==> config.mk <==
export PLATFORM = sky130hd
export DESIGN_NAME = timer8_waveform_modes
export DESIGN_NICKNAME = d
export VERILOG_FILES = /design/src/common/timer8_pkg.sv /design/src/rtl/timer8_waveform_modes.sv
export SDC_FILE = /design/constraint.sdc
export NUM_CORES = 1
export LEC_CHECK = 0
export BUFFER_PORTS_ARGS = -buffer_cell sky130_fd_sc_hd__buf_2
export CAP_MARGIN = 20
export CORE_ASPECT_RATIO = 2
export CORE_MARGIN = 5
export CORE_UTILIZATION = 50
export DETAILED_ROUTE_END_ITERATION = 16
export PLACE_DENSITY_LB_ADDON = 0.15
export SLEW_MARGIN = 20
export SYNTH_ARGS = -nofsm -noshare
export SYNTH_HDL_FRONTEND = slang
export SYNTH_SLANG_ARGS = --single-unit
==> constraint.sdc <==
create_clock -name pclk -period 6.8 [get_ports pclk]
set_input_delay 0.34 -clock pclk [delete_from_list [all_inputs] [get_ports pclk]]
set_output_delay 0.34 -clock pclk [all_outputs]
set_load 0.005 [all_outputs]
==> src/common/timer8_pkg.sv <==
/*
  Package for the 8-bit waveform timer: register offsets, field positions,
  reset values, mode encodings and the bus carrier types.
  Assumes a 32-bit APB host and a single pclk domain.
*/
package timer8_pkg;

  localparam logic [7:0] ADDR_CTRL = 8'h00;
  localparam logic [7:0] ADDR_COUNT = 8'h04;
  localparam logic [7:0] ADDR_COMPARE = 8'h08;
  localparam logic [7:0] ADDR_FLAGS = 8'h0C;
  localparam logic [7:0] ADDR_PRESCALE = 8'h10;

  localparam int CTRL_WAVE_LSB = 0;
  localparam int CTRL_COM_LSB = 2;
  localparam int CTRL_DIR_BIT = 4;
  localparam int CTRL_FORCE_BIT = 8;
  localparam int FLAG_OVF_BIT = 0;
  localparam int FLAG_CMP_BIT = 1;

  localparam logic [1:0] WAVE_RESET = 2'h0;
  localparam logic [1:0] COM_RESET = 2'h0;
  localparam logic [7:0] COUNT_RESET = 8'h00;
  localparam logic [7:0] COMPARE_RESET = 8'h00;
  localparam logic [15:0] PRESCALE_RESET = 16'h0000;
  localparam logic [7:0] COUNT_MAX = 8'hFF;
  localparam logic [7:0] COUNT_BOTTOM = 8'h00;

  typedef enum logic [1:0] {
    WAVE_NORMAL = 2'h0,
    WAVE_PHASE_PWM = 2'h1,
    WAVE_CLEAR_ON_MATCH = 2'h2,
    WAVE_FAST_PWM = 2'h3
  } waveform_mode_t;

  typedef struct packed {
    logic psel;
    logic penable;
    logic pwrite;
    logic [7:0] paddr;
    logic [31:0] pwdata;
  } apb_req_t;

  typedef struct packed {
    logic pready;
    logic pslverr;
    logic [31:0] prdata;
  } apb_rsp_t;

endpackage

==> src/rtl/timer8_waveform_modes.sv <==
/*
  Holds the 8-bit timer counter, compare unit, waveform generator and the
  shared pin override, with an APB register slave.
  Assumes a port block that supplies its own output value only (the direction
  bit is held here) and resolves the pin from the enable driven here.
*/
// What this block does
// - Nonzero output mode overrides port output value.
// - Direction bit alone enables the pin driver.
// - Pin override ignores the waveform mode.
// - Output mode zero leaves output state alone.
// - New output mode acts next match; force.
// - Only waveform mode sets the counting sequence.
// - Normal mode counts up, wraps FF to 00.
// - Normal overflow flag set as count hits zero.
// - Count may be written at any time.
// - Clear-on-match counts to compare, then clears.
// - Compare unbuffered there; missed match wraps around.
// - Clear-on-match sets match flag each period.
// - Clear-on-match mode one toggles each match.
// - Clear-on-match overflow set passing max to zero.
// - Fast PWM counts zero to max, clears after.
// - Fast PWM polarity from modes two, three.
// - Fast PWM overflow flag set at max.
// - Fast PWM extremes: spike or constant level.
// - Fast PWM mode one toggles, fifty percent.
// - Fast PWM period is 256 timer ticks.
// - Phase PWM counts up then down, symmetric.
// - Match flag set next tick, write-one clears.
// - PWM compare writes buffered until top/bottom.
`timescale 1ns/1ps
module timer8_waveform_modes
(
  input wire logic pclk,
  input wire logic presetn,
  input wire timer8_pkg::apb_req_t apb_req,
  output timer8_pkg::apb_rsp_t apb_rsp,
  input wire logic port_out_value,
  output logic pin_out,
  output logic pin_oe,
  output logic compare_output_state,
  output logic overflow_flag,
  output logic compare_match_flag
);

  logic [1:0] wave_r;
  logic [1:0] com_r;
  logic dir_r;
  logic [7:0] count_r;
  logic [7:0] count_nxt;
  logic [7:0] compare_r;
  logic [7:0] compare_buf_r;
  logic [15:0] prescale_r;
  logic [15:0] div_r;
  logic tick;
  logic down_r;
  logic block_r;
  logic state_r;
  logic state_nxt;
  logic ovf_r;
  logic cmp_r;
  logic match;
  logic match_seen;
  logic force_hit;
  logic is_pwm;
  logic wr;
  logic rd_en;
  logic [31:0] rdata_r;
  logic err_r;

  // Decodes which register an address selects; unmapped gives 3'h7.
  function automatic logic [2:0] reg_sel(input logic [7:0] a);
    case (a)
      timer8_pkg::ADDR_CTRL: reg_sel = 3'h0;
      timer8_pkg::ADDR_COUNT: reg_sel = 3'h1;
      timer8_pkg::ADDR_COMPARE: reg_sel = 3'h2;
      timer8_pkg::ADDR_FLAGS: reg_sel = 3'h3;
      timer8_pkg::ADDR_PRESCALE: reg_sel = 3'h4;
      default: reg_sel = 3'h7;
    endcase
  endfunction

  // Zero-wait slave: every access completes in its first access cycle.
  assign wr = apb_req.psel && apb_req.penable && apb_req.pwrite;
  assign rd_en = apb_req.psel && !apb_req.penable && !apb_req.pwrite;
  assign apb_rsp.pready = 1'b1;
  assign apb_rsp.pslverr = err_r && apb_req.penable;
  assign apb_rsp.prdata = rdata_r;

  assign is_pwm = (wave_r == timer8_pkg::WAVE_PHASE_PWM) || (wave_r == timer8_pkg::WAVE_FAST_PWM);
  assign force_hit = wr && (reg_sel(apb_req.paddr) == 3'h0) && !is_pwm
    && apb_req.pwdata[timer8_pkg::CTRL_FORCE_BIT];

  // Timer tick: one pclk pulse every prescale_r+1 cycles, standing in for the timer clock.
  assign tick = (div_r == prescale_r);

  always_ff @(posedge pclk or negedge presetn)
  begin
    if (!presetn)
      div_r <= 16'h0000;
    else if (tick)
      div_r <= 16'h0000;
    else
      div_r <= div_r + 16'h0001;
  end

  // Comparator output; a count write masks the next tick's match.
  assign match = (count_r == compare_r) && !block_r;

  always_ff @(posedge pclk or negedge presetn)
  begin
    if (!presetn)
      block_r <= 1'b0;
    else if (wr && (reg_sel(apb_req.paddr) == 3'h1))
      block_r <= 1'b1;
    else if (tick)
      block_r <= 1'b0;
  end

  // Next count depends on waveform mode only; output mode never enters here.
  always_comb
  begin
    count_nxt = count_r + 8'h01;
    case (wave_r)
      timer8_pkg::WAVE_NORMAL: count_nxt = count_r + 8'h01;
      timer8_pkg::WAVE_CLEAR_ON_MATCH:
        count_nxt = match ? timer8_pkg::COUNT_BOTTOM : count_r + 8'h01;
      timer8_pkg::WAVE_FAST_PWM:
        count_nxt = (count_r == timer8_pkg::COUNT_MAX) ? timer8_pkg::COUNT_BOTTOM
          : count_r + 8'h01;
      timer8_pkg::WAVE_PHASE_PWM:
        count_nxt = ((down_r && count_r != timer8_pkg::COUNT_BOTTOM)
          || count_r == timer8_pkg::COUNT_MAX) ? count_r - 8'h01 : count_r + 8'h01;
      default: count_nxt = count_r + 8'h01;
    endcase
  end

  // A software write of the count wins over the tick's own update.
  always_ff @(posedge pclk or negedge presetn)
  begin
    if (!presetn)
      count_r <= timer8_pkg::COUNT_RESET;
    else if (wr && (reg_sel(apb_req.paddr) == 3'h1))
      count_r <= apb_req.pwdata[7:0];
    else if (tick)
      count_r <= count_nxt;
  end

  // Direction turns at the ends of the dual slope.
  always_ff @(posedge pclk or negedge presetn)
  begin
    if (!presetn)
      down_r <= 1'b0;
    else if (wave_r != timer8_pkg::WAVE_PHASE_PWM)
      down_r <= 1'b0;
    else if (tick && count_r == timer8_pkg::COUNT_MAX)
      down_r <= 1'b1;
    else if (tick && count_r == timer8_pkg::COUNT_BOTTOM)
      down_r <= 1'b0;
  end

  // Compare value: direct in non-PWM modes, buffered in PWM modes.
  always_ff @(posedge pclk or negedge presetn)
  begin
    if (!presetn)
      compare_buf_r <= timer8_pkg::COMPARE_RESET;
    else if (wr && (reg_sel(apb_req.paddr) == 3'h2))
      compare_buf_r <= apb_req.pwdata[7:0];
  end

  always_ff @(posedge pclk or negedge presetn)
  begin
    if (!presetn)
      compare_r <= timer8_pkg::COMPARE_RESET;
    else if (!is_pwm)
      compare_r <= (wr && (reg_sel(apb_req.paddr) == 3'h2)) ? apb_req.pwdata[7:0]
        : compare_buf_r;
    else if (tick && wave_r == timer8_pkg::WAVE_FAST_PWM && count_r == timer8_pkg::COUNT_MAX)
      compare_r <= compare_buf_r;
    else if (tick && wave_r == timer8_pkg::WAVE_PHASE_PWM && count_r == timer8_pkg::COUNT_MAX)
      compare_r <= compare_buf_r;
  end

  // Waveform generator; output mode is read live so a change acts at the next match.
  always_comb
  begin
    state_nxt = state_r;
    if (force_hit)
    begin
      case (com_r)
        2'h1: state_nxt = !state_r;
        2'h2: state_nxt = 1'b0;
        2'h3: state_nxt = 1'b1;
        default: state_nxt = state_r;
      endcase
    end
    else if (tick)
    begin
      case (wave_r)
        timer8_pkg::WAVE_NORMAL, timer8_pkg::WAVE_CLEAR_ON_MATCH:
          if (match)
          begin
            case (com_r)
              2'h1: state_nxt = !state_r;
              2'h2: state_nxt = 1'b0;
              2'h3: state_nxt = 1'b1;
              default: state_nxt = state_r;
            endcase
          end
        timer8_pkg::WAVE_FAST_PWM:
          case (com_r)
            2'h1: state_nxt = match ? !state_r : state_r;
            // Match at max comes after bottom's set, so a max compare holds steady.
            2'h2: state_nxt = match ? 1'b0 : (count_r == timer8_pkg::COUNT_MAX) ? 1'b1
              : state_r;
            2'h3: state_nxt = match ? 1'b1 : (count_r == timer8_pkg::COUNT_MAX) ? 1'b0
              : state_r;
            default: state_nxt = state_r;
          endcase
        timer8_pkg::WAVE_PHASE_PWM:
          if (match && com_r[1])
            state_nxt = down_r ^ com_r[0];
        default: state_nxt = state_r;
      endcase
    end
  end

  // The state holds across mode changes so it can be primed before the pin is driven.
  always_ff @(posedge pclk or negedge presetn)
  begin
    if (!presetn)
      state_r <= 1'b0;
    else
      state_r <= state_nxt;
  end

  // Overflow event per mode; the set beats a same-cycle write-one clear.
  always_ff @(posedge pclk or negedge presetn)
  begin
    if (!presetn)
      ovf_r <= 1'b0;
    else if (tick && wave_r != timer8_pkg::WAVE_PHASE_PWM && count_r == timer8_pkg::COUNT_MAX)
      ovf_r <= 1'b1;
    else if (tick && wave_r == timer8_pkg::WAVE_PHASE_PWM && down_r
      && count_r == 8'h01)
      ovf_r <= 1'b1;
    else if (wr && (reg_sel(apb_req.paddr) == 3'h3) && apb_req.pwdata[timer8_pkg::FLAG_OVF_BIT])
      ovf_r <= 1'b0;
  end

  // Match flag rises on the tick after the count equals the compare value.
  always_ff @(posedge pclk or negedge presetn)
  begin
    if (!presetn)
      match_seen <= 1'b0;
    else if (tick)
      match_seen <= match;
  end

  always_ff @(posedge pclk or negedge presetn)
  begin
    if (!presetn)
      cmp_r <= 1'b0;
    else if (tick && match_seen)
      cmp_r <= 1'b1;
    else if (wr && (reg_sel(apb_req.paddr) == 3'h3) && apb_req.pwdata[timer8_pkg::FLAG_CMP_BIT])
      cmp_r <= 1'b0;
  end

  // Control and prescale registers.
  always_ff @(posedge pclk or negedge presetn)
  begin
    if (!presetn)
    begin
      wave_r <= timer8_pkg::WAVE_RESET;
      com_r <= timer8_pkg::COM_RESET;
      dir_r <= 1'b0;
    end
    else if (wr && (reg_sel(apb_req.paddr) == 3'h0))
    begin
      wave_r <= apb_req.pwdata[timer8_pkg::CTRL_WAVE_LSB +: 2];
      com_r <= apb_req.pwdata[timer8_pkg::CTRL_COM_LSB +: 2];
      dir_r <= apb_req.pwdata[timer8_pkg::CTRL_DIR_BIT];
    end
  end

  always_ff @(posedge pclk or negedge presetn)
  begin
    if (!presetn)
      prescale_r <= timer8_pkg::PRESCALE_RESET;
    else if (wr && (reg_sel(apb_req.paddr) == 3'h4))
      prescale_r <= apb_req.pwdata[15:0];
  end

  // Read data captured in the setup cycle so it is stable through the access cycle.
  always_ff @(posedge pclk or negedge presetn)
  begin
    if (!presetn)
    begin
      rdata_r <= 32'h00000000;
      err_r <= 1'b0;
    end
    else if (apb_req.psel && !apb_req.penable)
    begin
      err_r <= (reg_sel(apb_req.paddr) == 3'h7);
      rdata_r <= 32'h00000000;
      if (rd_en)
      begin
        case (reg_sel(apb_req.paddr))
          3'h0: rdata_r <= {27'h0, dir_r, com_r, wave_r};
          3'h1: rdata_r <= {24'h0, count_r};
          3'h2: rdata_r <= {24'h0, compare_buf_r};
          3'h3: rdata_r <= {30'h0, cmp_r, ovf_r};
          3'h4: rdata_r <= {16'h0, prescale_r};
          default: rdata_r <= 32'h00000000;
        endcase
      end
    end
  end

  // Pin mux: only the output-mode field picks the source, the direction bit the driver.
  always_ff @(posedge pclk or negedge presetn)
  begin
    if (!presetn)
    begin
      pin_out <= 1'b0;
      pin_oe <= 1'b0;
    end
    else
    begin
      pin_out <= (com_r != 2'h0) ? state_r : port_out_value;
      pin_oe <= dir_r;
    end
  end

  assign compare_output_state = state_r;
  assign overflow_flag = ovf_r;
  assign compare_match_flag = cmp_r;

endmodule

* After elaboration in Yosys (flattened, before gate mapping)
Cells that the tools add are included.
** Operators by class
- Magnitude comparators :: 0
- Div/mod/pow operators :: 0
- Multiplexer cells :: 44
- Shift-type cells :: 0
- Reduce and logical (&&, ||, !) cells :: 51
- $mul :: 0
- Add/subtract/negate cells :: 3
- Equal/unequal tests :: 33
- Bitwise operators :: 1
** Operator list (number)
- $pmux W16 S5 :: 1
- $mux W8 :: 9
- $mux W16 :: 2
- $pmux W8 S4 :: 1
- $logic_and A1 B1 Y1 :: 30
- $mux W3 :: 7
- $mux W1 :: 20
- $eq A3 B2 Y1 const B :: 6
- $add A16 B1 Y16 const B :: 1
- $eq A16 B16 Y1 :: 1
- $eq A8 B4 Y1 const B :: 2
- $logic_not A8 Y1 :: 2
- $pmux W3 S5 :: 1
- $ne A5 B5 Y1 const B :: 2
- $eq A3 B3 Y1 const B :: 3
- $pmux W1 S3 :: 3
- $add A8 B1 Y8 const B :: 1
- $eq A2 B2 Y1 const B :: 4
- $eq A8 B1 Y1 const B :: 1
- $eq A8 B3 Y1 const B :: 1
- $eq A8 B5 Y1 const B :: 1
- $eq A8 B8 Y1 :: 1
- $eq A8 B8 Y1 const B :: 1
- $reduce_bool A2 Y1 :: 4
- other kinds (17) :: 27
** Storage, ports and cells
- Bits in read-only memories :: 0
- Bits of input ports :: 46
- Flip-flop bits (word level) :: 102
- Output and inout port bits :: 39
- Latch bits :: 0
- Memory bits (writable) :: 0
- Memories kept :: 0
- Word-level logic and storage cells :: 150

* Depth between registers and ports, before layout
Gate-level depths: netlist of the first run.
- Depth in word-level cells :: 12
- Depth in mapped cells :: 9
- Gate-level depth less buffers :: 8

* Worst setup path before layout of the first run
No wires, ideal clock.
- Path type :: reg2reg
- Start point :: register count_r[0]
- End point :: register count_r[6]
- Path slack :: 4.588 ns
- Cell stages (with the launch flop) :: 10
- Clock period less this slack :: 2.212 ns
- Buffers on the path :: 1
- Setup time :: 0.128 ns
- Data required time :: 6.672 ns
- Data arrival time :: 2.085 ns
- Path through :: dfrtp_1 -> clkbuf_1 -> inv_1 -> ha_1 -> inv_1 -> o41ai_4 -> a21oi_2 -> mux2_4 -> a222oi_1 -> nand2_1
** On the way
- Longest elaborated chain between the ends :: 7
- Elaborated cells on any way between the ends :: 14
- Classes of those cells :: add/sub (2); eq/ne (2); mux (6); reduce/logical (4)
** Ends and longest elaborated chain
- start, declared :: line timer8_waveform_modes.sv:49 : logic [7:0] count_r;
- start signal, assigned :: line timer8_waveform_modes.sv:142 : count_r <= timer8_pkg::COUNT_RESET;
- start signal, assigned :: line timer8_waveform_modes.sv:144 : count_r <= apb_req.pwdata[7:0];
- start signal, assigned :: line timer8_waveform_modes.sv:146 : count_r <= count_nxt;
- branches (longest 4 deep; another with $add A8 B1 Y8)
- $pmux W8 S4 (*) :: line timer8_waveform_modes.sv:124 : case (wave_r)
- $mux W8 (*) :: line timer8_waveform_modes.sv:145 : else if (tick)
- $mux W8 (*) :: line timer8_waveform_modes.sv:143 : else if (wr && (reg_sel(apb_req.paddr) == 3'h1))
Every way passes the cells marked *. The select of a mux whose other input is x is not followed.
A chain may end at the register's enable or synchronous reset.

* Final worst setup path of the first run
- Start point :: register count_r[2]
- End point :: register count_r[6]
Same word-level chain as after synthesis.

==> reports/metrics.yaml, run 1 <==
run_status:
  status: "complete, no violations"
finish:
  area_growth_pct: 11.3
  stdcell_count: 615
  diodes: 0
  postLayoutCellArea_um2: 5350
  n_fill_cell: 834
  final_net_count: 557
  drive_gt1_share_pct: 22.7
floorplan:
  start_util_pct: 51.2
  io_pins: 85
  rows: 50
  die_area_um2: 11800
  core_area_um2: 9380
  die_h_um: 149
  dieWidth_um: 79.3
placed_design:
  portBuffers: 51
  place_area_um2: 5030
  dp_hpwl_um: 8870
  globalplace.congestion: 0.866
  placedCellCount: 598
global_route:
  grt_overflow: 0
  grt_pass1_wl_um: 19100
  track_usage_pct: 21.2
  antenna_found_initial: 0
  grt_max_degree: 62
  grt_pass1_vias: 3613
flow_run:
  cap_violations: 0
power:
  vdd.ir_drop.worst_mv: 0.153
  leakage_nw: 2.51
  power_per_cell_area_nw_per_um2: 279
synthesis:
  synth_common_cells: "86 x dfrtp_1, 40 x nor2_1, 35 x nand2_1"
  syn_inst: 466
  ys_seq_elements: 86
  avgSynthCellArea_um2: 10.3
  synth_most_common_cell: "dfrtp_1"
  async_flop_share_pct: 100
  ys.flop_type: "dfrtp_1"
  yosysUniqueCellTypes: 57
  synth_top_cells_by_area: "dfrtp_1 45%, mux2_2 7.3%, xnor2_1 5.1%, xor2_1 3.6%, mux2i_1 3.1%"
  yosysWarnings: 0
  synth_top_area_share_pct: 44.8
  ys_seq_area_share_pct: 44.8
  syn-cell-area_um2: 4800
  yosysTopAreaCell: "dfrtp_1"
  synth_edf_count: 0
sta:
  worst_pin_slew_ns: 1.00
  relSlewSlack_pct: 33.3
  finalSetupViolCount: 0
  tns_ns: 0
  period_share_pct: 37.6
  min_period_ns: 2.56
  rsz0062_at_grt: "false"
  timing_hold_violations_final: 0
  skew_ns: 0.00490
  fmax_mhz: 391
  drv_slew: 0
drt:
  viasPerCell: 5.71
  first_pass_iters: 4
  drtIter0Drc: 177
  route.detailed.drc: 0
  ant_nets: 0
  num_vias: 3511
  drt_wl_total_um: 11800
  routedWlPerCell_um: 19.1
clock_network:
  cts-resized-gates: 0
  clock_latency_ns: 0.34
  cts_buffers: 9
  postCtsHoldBufs: 1
  clkSinkCount: 86
  post_cts_buffers: 0
  clockBufferDepth: 2
  cts_tree: "built"
  cts_root_buf: "clkbuf_16"
  clk_pin_slew_worst_paths_ns: 0.06
  htreeDepth: 3
worst_setup_path:
  critPathKind: "flip-flop to flip-flop"
  worstSetupStartpointType: "flip-flop"
  arrival_ns: 2.77
  end_kind: "flip-flop"
  crit_fanout: 14
  required_ns: 7.01
worst_hold_path:
  hold_path.class: "input port to flip-flop"
==> final timing paths <==
check | from | endpoint | slack [ns] | cells past startpoint
min in group asynchronous | presetn | pin_out | 0.45 | 2
max in group asynchronous | presetn | rdata_r[4] | 5.25 | 3
setup / recovery | count_r[2] | count_r[6] | 4.24 | 6
hold reg to reg | dir_r | pin_oe | 0.40 | 0
hold / removal | port_out_value | pin_out | 0.22 | 3
setup reg to reg | count_r[2] | count_r[6] | 4.24 | 6
==> per-stage QoR <==
step | hold slack [ns] | utilization [%] | worst slack [ns] | power (mW)
6_report | 0.220 | 57.0 | 4.24 | 1.49
5_1_grt | 0.237 | 57.0 | 4.10 | 1.57
4_1_cts | 0.208 | 57.0 | 4.21 | 1.50
3_5_place_dp | 0.268 | 53.6 | 4.20 | 0.997
3_3_place_gp | 0.259 | 53.6 | 4.23 | 0.989
2_1_floorplan | 0.0444 | - | 4.59 | 0.909
==> power breakdown <==
| part | switching, mW | leakage, nW | internal [mW] | total [mW] |
|---|---|---|---|---|
| clock | 0.199 | 0.155 | 0.305 | 0.503 |
| combinational | 0.190 | 1.19 | 0.146 | 0.336 |
| sequential | 0.0999 | 1.16 | 0.552 | 0.652 |
| total | 0.488 | 2.51 | 1.00 | 1.49 |
==> layout make-up <==
class | count | area [um^2] | area share (%)
clock buffer | 11 | 253 | 4.73
clock inverter | 5 | 57.6 | 1.08
inverter | 7 | 26.3 | 0.491
multi-input combinational | 348 | 2440 | 45.7
sequential | 86 | 2150 | 40.3
tap | 104 | 130 | 2.43
timing repair buffer | 54 | 283 | 5.29
==> critical path, cell delays in order, from the launching register on <==
cell and delay, ns:
dfrtp_1 0.56, or4_4 0.65, o41ai_4 0.27, a21oi_2 0.19, mux2_4 0.33, a222oi_1 0.34
nand2_1 0.09
==> routing by layer <==
| metal | routed length, um | global-route usage, % | up-vias | share of wire (%) |
|---|---|---|---|---|
| met5 | 0 | 0 | - | 0 |
| met4 | 290 | 8.35 | 0 | 2.5 |
| met3 | 404 | 2.97 | 17 | 3.4 |
| met2 | 6800 | 40.3 | 83 | 58 |
| met1 | 4280 | 23.0 | 1709 | 36 |
| li1 | - | - | 1702 | - |
==> logic make-up (layout without fill, tap and decap cells) <==
| logic type | after synthesis | count (layout) | share of synthesized area [%] |
|---|---|---|---|
| buffers and inverters | 47 | 77 | 5.65 |
| flip-flops | 86 | 86 | 44.8 |
| AO/OA/AOI/OAI | 77 | 77 | 11.4 |
| multiplexers | 47 | 47 | 10.7 |
| adder cells (fa/ha/maj) | 5 | 5 | 1.30 |
| XOR/XNOR | 48 | 48 | 8.75 |
| AND/OR/NAND/NOR | 154 | 154 | 17.3 |
| other | 2 | 17 | 0.156 |
==> state kept, by name, summed over array words and instances, names as in the netlist <==
name	count
compare_r	8
err_r	1
count_r	8
prescale_r	16
compare_buf_r	8
com_r	2
dir_r	1
compare_match_flag	1
rdata_r	16
wave_r	2
down_r	1
overflow_flag	1
block_r	1
compare_output_state	1
match_seen	1
pin_out	1
div_r	16
pin_oe	1
==> cells in the final DEF, fill, tap and decap left out, types with 4 or more instances in the layout <==
cell type	instances
ha_1	5
mux2_2	31
a21oi_1	16
conb_1	17
nor2_1	40
nand2b_1	5
o21ai_0	23
xor2_1	20
nand3_1	17
nor3_1	8
a222oi_1	4
mux2i_1	15
nand4_1	11
xnor2_1	28
a22o_1	10
inv_1	7
nor2b_1	5
clkbuf_16	9
dfrtp_1	86
and3_1	7
nand2_1	35
buf_2	50
No activity file was read; power rests on OpenSTA's default activity.
==> inputs of run 2 (changes only) <==
- clock period: 6.8 -> 2.24 ns (I/O delays scaled with it)
==> run 2 against run 1 <==
  * Combinational power grew to 4.3 times the previous value
  * Utilization grew 3.3 points
  * Worst setup slack lost 4.2 ns
  * Wire length grew 4.6%
  * Clock-buffer cell count shrank 1
  * Clock power grew to 2.8 times the previous value
  * Critical path depth is the same
  * Maximum frequency grew 16%
  * Register-to-register slack lost 4.2 ns
  * Largest power group unchanged
==> reports/metrics.yaml, run 2 (synthesized netlist as in run 1, its figures left out) <==
placed_design:
  portBuffers: 51  # unchanged
  dp_hpwl_um: 9720  # +9.6%
  placedCellCount: 634  # +6.0%
  place_area_um2: 5300  # +5.4%
  globalplace.congestion: 0.898  # +3.8%
power:
  leakage_nw: 2.68  # +7.1%
  p_seq_share_pct: 39.3  # -4.4 points
  p_int_mw: 3.10  # +210%
  power_per_cell_area_nw_per_um2: 825  # +200%
  power_frac_comb_pct: 30.7  # +8.2 points
  vdd.ir_drop.worst_mv: 0.474  # +210%
  total_power_mw: 4.67  # +210%
  switching_share_pct: 33.5  # +0.76 points
  power.switching_mw: 1.56  # +220%
  power.share.clock_pct: 30.0  # -3.7 points
floorplan:
  core_area_um2: 9380  # unchanged
  die_h_um: 149  # unchanged
  start_util_pct: 51.2  # unchanged
  io_pins: 85  # unchanged
  dieWidth_um: 79.3  # unchanged
  die_area_um2: 11800  # unchanged
  rows: 50  # unchanged
global_route:
  antenna_found_initial: 0  # unchanged
  grt_max_degree: 44  # -29%
  grt_pass1_vias: 3901  # +8.0%
  grt_overflow: 0  # unchanged
  track_usage_pct: 22.6  # +1.4 points
  grt_pass1_wl_um: 20300  # +6.3%
worst_setup_path:
  max_stage_delay_ns: 0.58  # -0.07 ns
  critPathKind: "flip-flop to flip-flop"
  r2r_slack_ns: 0.04  # -4.20 ns
  path_cells: "or4_4 -> o41ai_4 -> a21oi_2 -> mux2_4 -> a222oi_1 -> nand2_1"
  cp_slowest_cell: "or4_4"
  r2r_end: "count_r[6]"
  r2r_start: "count_r[2]"
  r2r_cells: 6  # unchanged
  end_kind: "flip-flop"
  arrival_ns: 2.41  # -0.36 ns
  worstSetupStartpointType: "flip-flop"
  crit_fanout: 4  # -10
  required_ns: 2.46  # -4.55 ns
sta:
  finalSetupViolCount: 0  # unchanged
  relSlewSlack_pct: 60.5  # +27 points
  skew_ns: 0.00542  # +0.000516 ns
  timing_hold_violations_final: 0  # unchanged
  worst_pin_slew_ns: 0.592  # -0.409 ns
  rsz0062_at_grt: "true"
  fmax_mhz: 455  # +16%
  min_period_ns: 2.20  # -0.361 ns
  drv_slew: 0  # unchanged
  period_share_pct: 98.1  # +61 points
drt:
  first_pass_iters: 4  # unchanged
  drtIter0Drc: 202  # +14%
  num_vias: 3773  # +7.5%
  viasPerCell: 5.74  # +0.59%
  routedWlPerCell_um: 18.7  # -2.1%
  drt_wl_total_um: 12300  # +4.6%
  route.detailed.drc: 0  # unchanged
  ant_nets: 0  # unchanged
finish:
  layout_commonest_cell: "dfrtp_1"
  diodes: 0  # unchanged
  postLayoutCellArea_um2: 5660  # +5.9%
  area_growth_pct: 17.8
  stdcell_count: 657  # +6.8%
  final_cell_mix: "84 x dfrtp_1, 50 x buf_2, 40 x nor2_1"
  reg.largest.list: "div_r: 16 flops, prescale_r: 16 flops, rdata_r: 16 flops"
  final_net_count: 599  # +7.5%
  drive_gt1_share_pct: 28.2  # +5.5 points
  n_fill_cell: 826  # -0.96%
clock_network:
  cts_root_buf: "clkbuf_16"
  clockBufferDepth: 2  # unchanged
  cts_buffers: 9  # unchanged
  clock_latency_ns: 0.33  # about the same
  clkSinkCount: 86  # unchanged
  clk_pin_slew_worst_paths_ns: 0.07  # about the same
  htreeDepth: 3  # unchanged
  cts_tree: "built"
worst_hold_path:
  hold_end: "prescale_r[11]"
  min_path_cells: 2  # -1
  hold_start: "apb_req[11]"
  hold_path.class: "input port to flip-flop"
run_status:
  status: "complete, no violations"
flow_run:
  cap_violations: 0  # unchanged
-- run 2: per-stage QoR --
step           hold WS [ns]   TNS, ns  worst slack [ns]  util, %
6_report             0.0173         0            0.0418     60.3
5_1_grt              0.0211  -0.00691          -0.00691     60.3
4_1_cts             0.00415         0            0.0615     60.2
3_5_place_dp          0.139         0            0.0829     56.4
3_3_place_gp          0.139         0            0.0976     56.4
2_1_floorplan        -0.184         0            0.0276        -
-- run 2: cell type report --
cell class,count,area (um^2),share of cell area (%)
Tap cell,104,130,2.30
Clock buffer,10,239,4.22
Clock inverter,6,45.0,0.796
Multi-Input combinational cell,348,2450,43.3
Sequential cell,86,2150,38.1
Inverter,7,26.3,0.464
Timing Repair Buffer,96,613,10.8
-- run 2: how the worst max path moves through the flow --
| stage | from | slack (ns) | cells past startpoint | end |
|---|---|---|---|---|
| finish | count_r[2] | 0.04 | 6 | count_r[6] |
| global route | count_r[2] | -0.007 | 6 | count_r[6] |
| CTS | count_r[2] | 0.06 | 6 | count_r[2] |
| detailed placement | div_r[15] | 0.08 | 8 | compare_output_state |
| global placement | count_r[3] | 0.1 | 6 | count_r[6] |
| floorplan | count_r[0] | 0.03 | 9 | count_r[6] |
-- run 2: repair_timing --
| action | 4_1_cts | 5_1_grt |
|---|---|---|
| gates resized for setup | 0 | 4 |
| hold endpoints to repair | 46 | 0 |
| endpoints found under the setup margin | 0 | 5 |
| buffers inserted | 0 | 0 |
| hold buffers | 7 | 0 |
-- run 2: power groups by stage --
stage / Combinational (mW) / Sequential [mW] / Clock (mW)
finish: 1.43 / 1.84 / 1.40
global route: 1.57 / 1.85 / 1.51
CTS: 1.42 / 1.83 / 1.44
detailed placement: 1.41 / 1.86 / 0
global placement: 1.39 / 1.86 / 0
floorplan: 0.955 / 1.80 / 0
-- run 2: worst max-delay path, delay by kind of cell, from the launching register on --
kind,cells,cell delay (ns)
muxes,1,0.32
DFF,1,0.38
and+or+nand+nor,2,0.67
AOI/OAI and AO/OA,3,0.71
-- run 2: routing by layer --
layer	global-route usage, %	routed length (um)	vias up
li1	-	-	1800
met1	23.6	4330	1831
met2	42.4	7030	109
met3	2.85	382	33
met4	12.1	565	0
met5	0	0	-
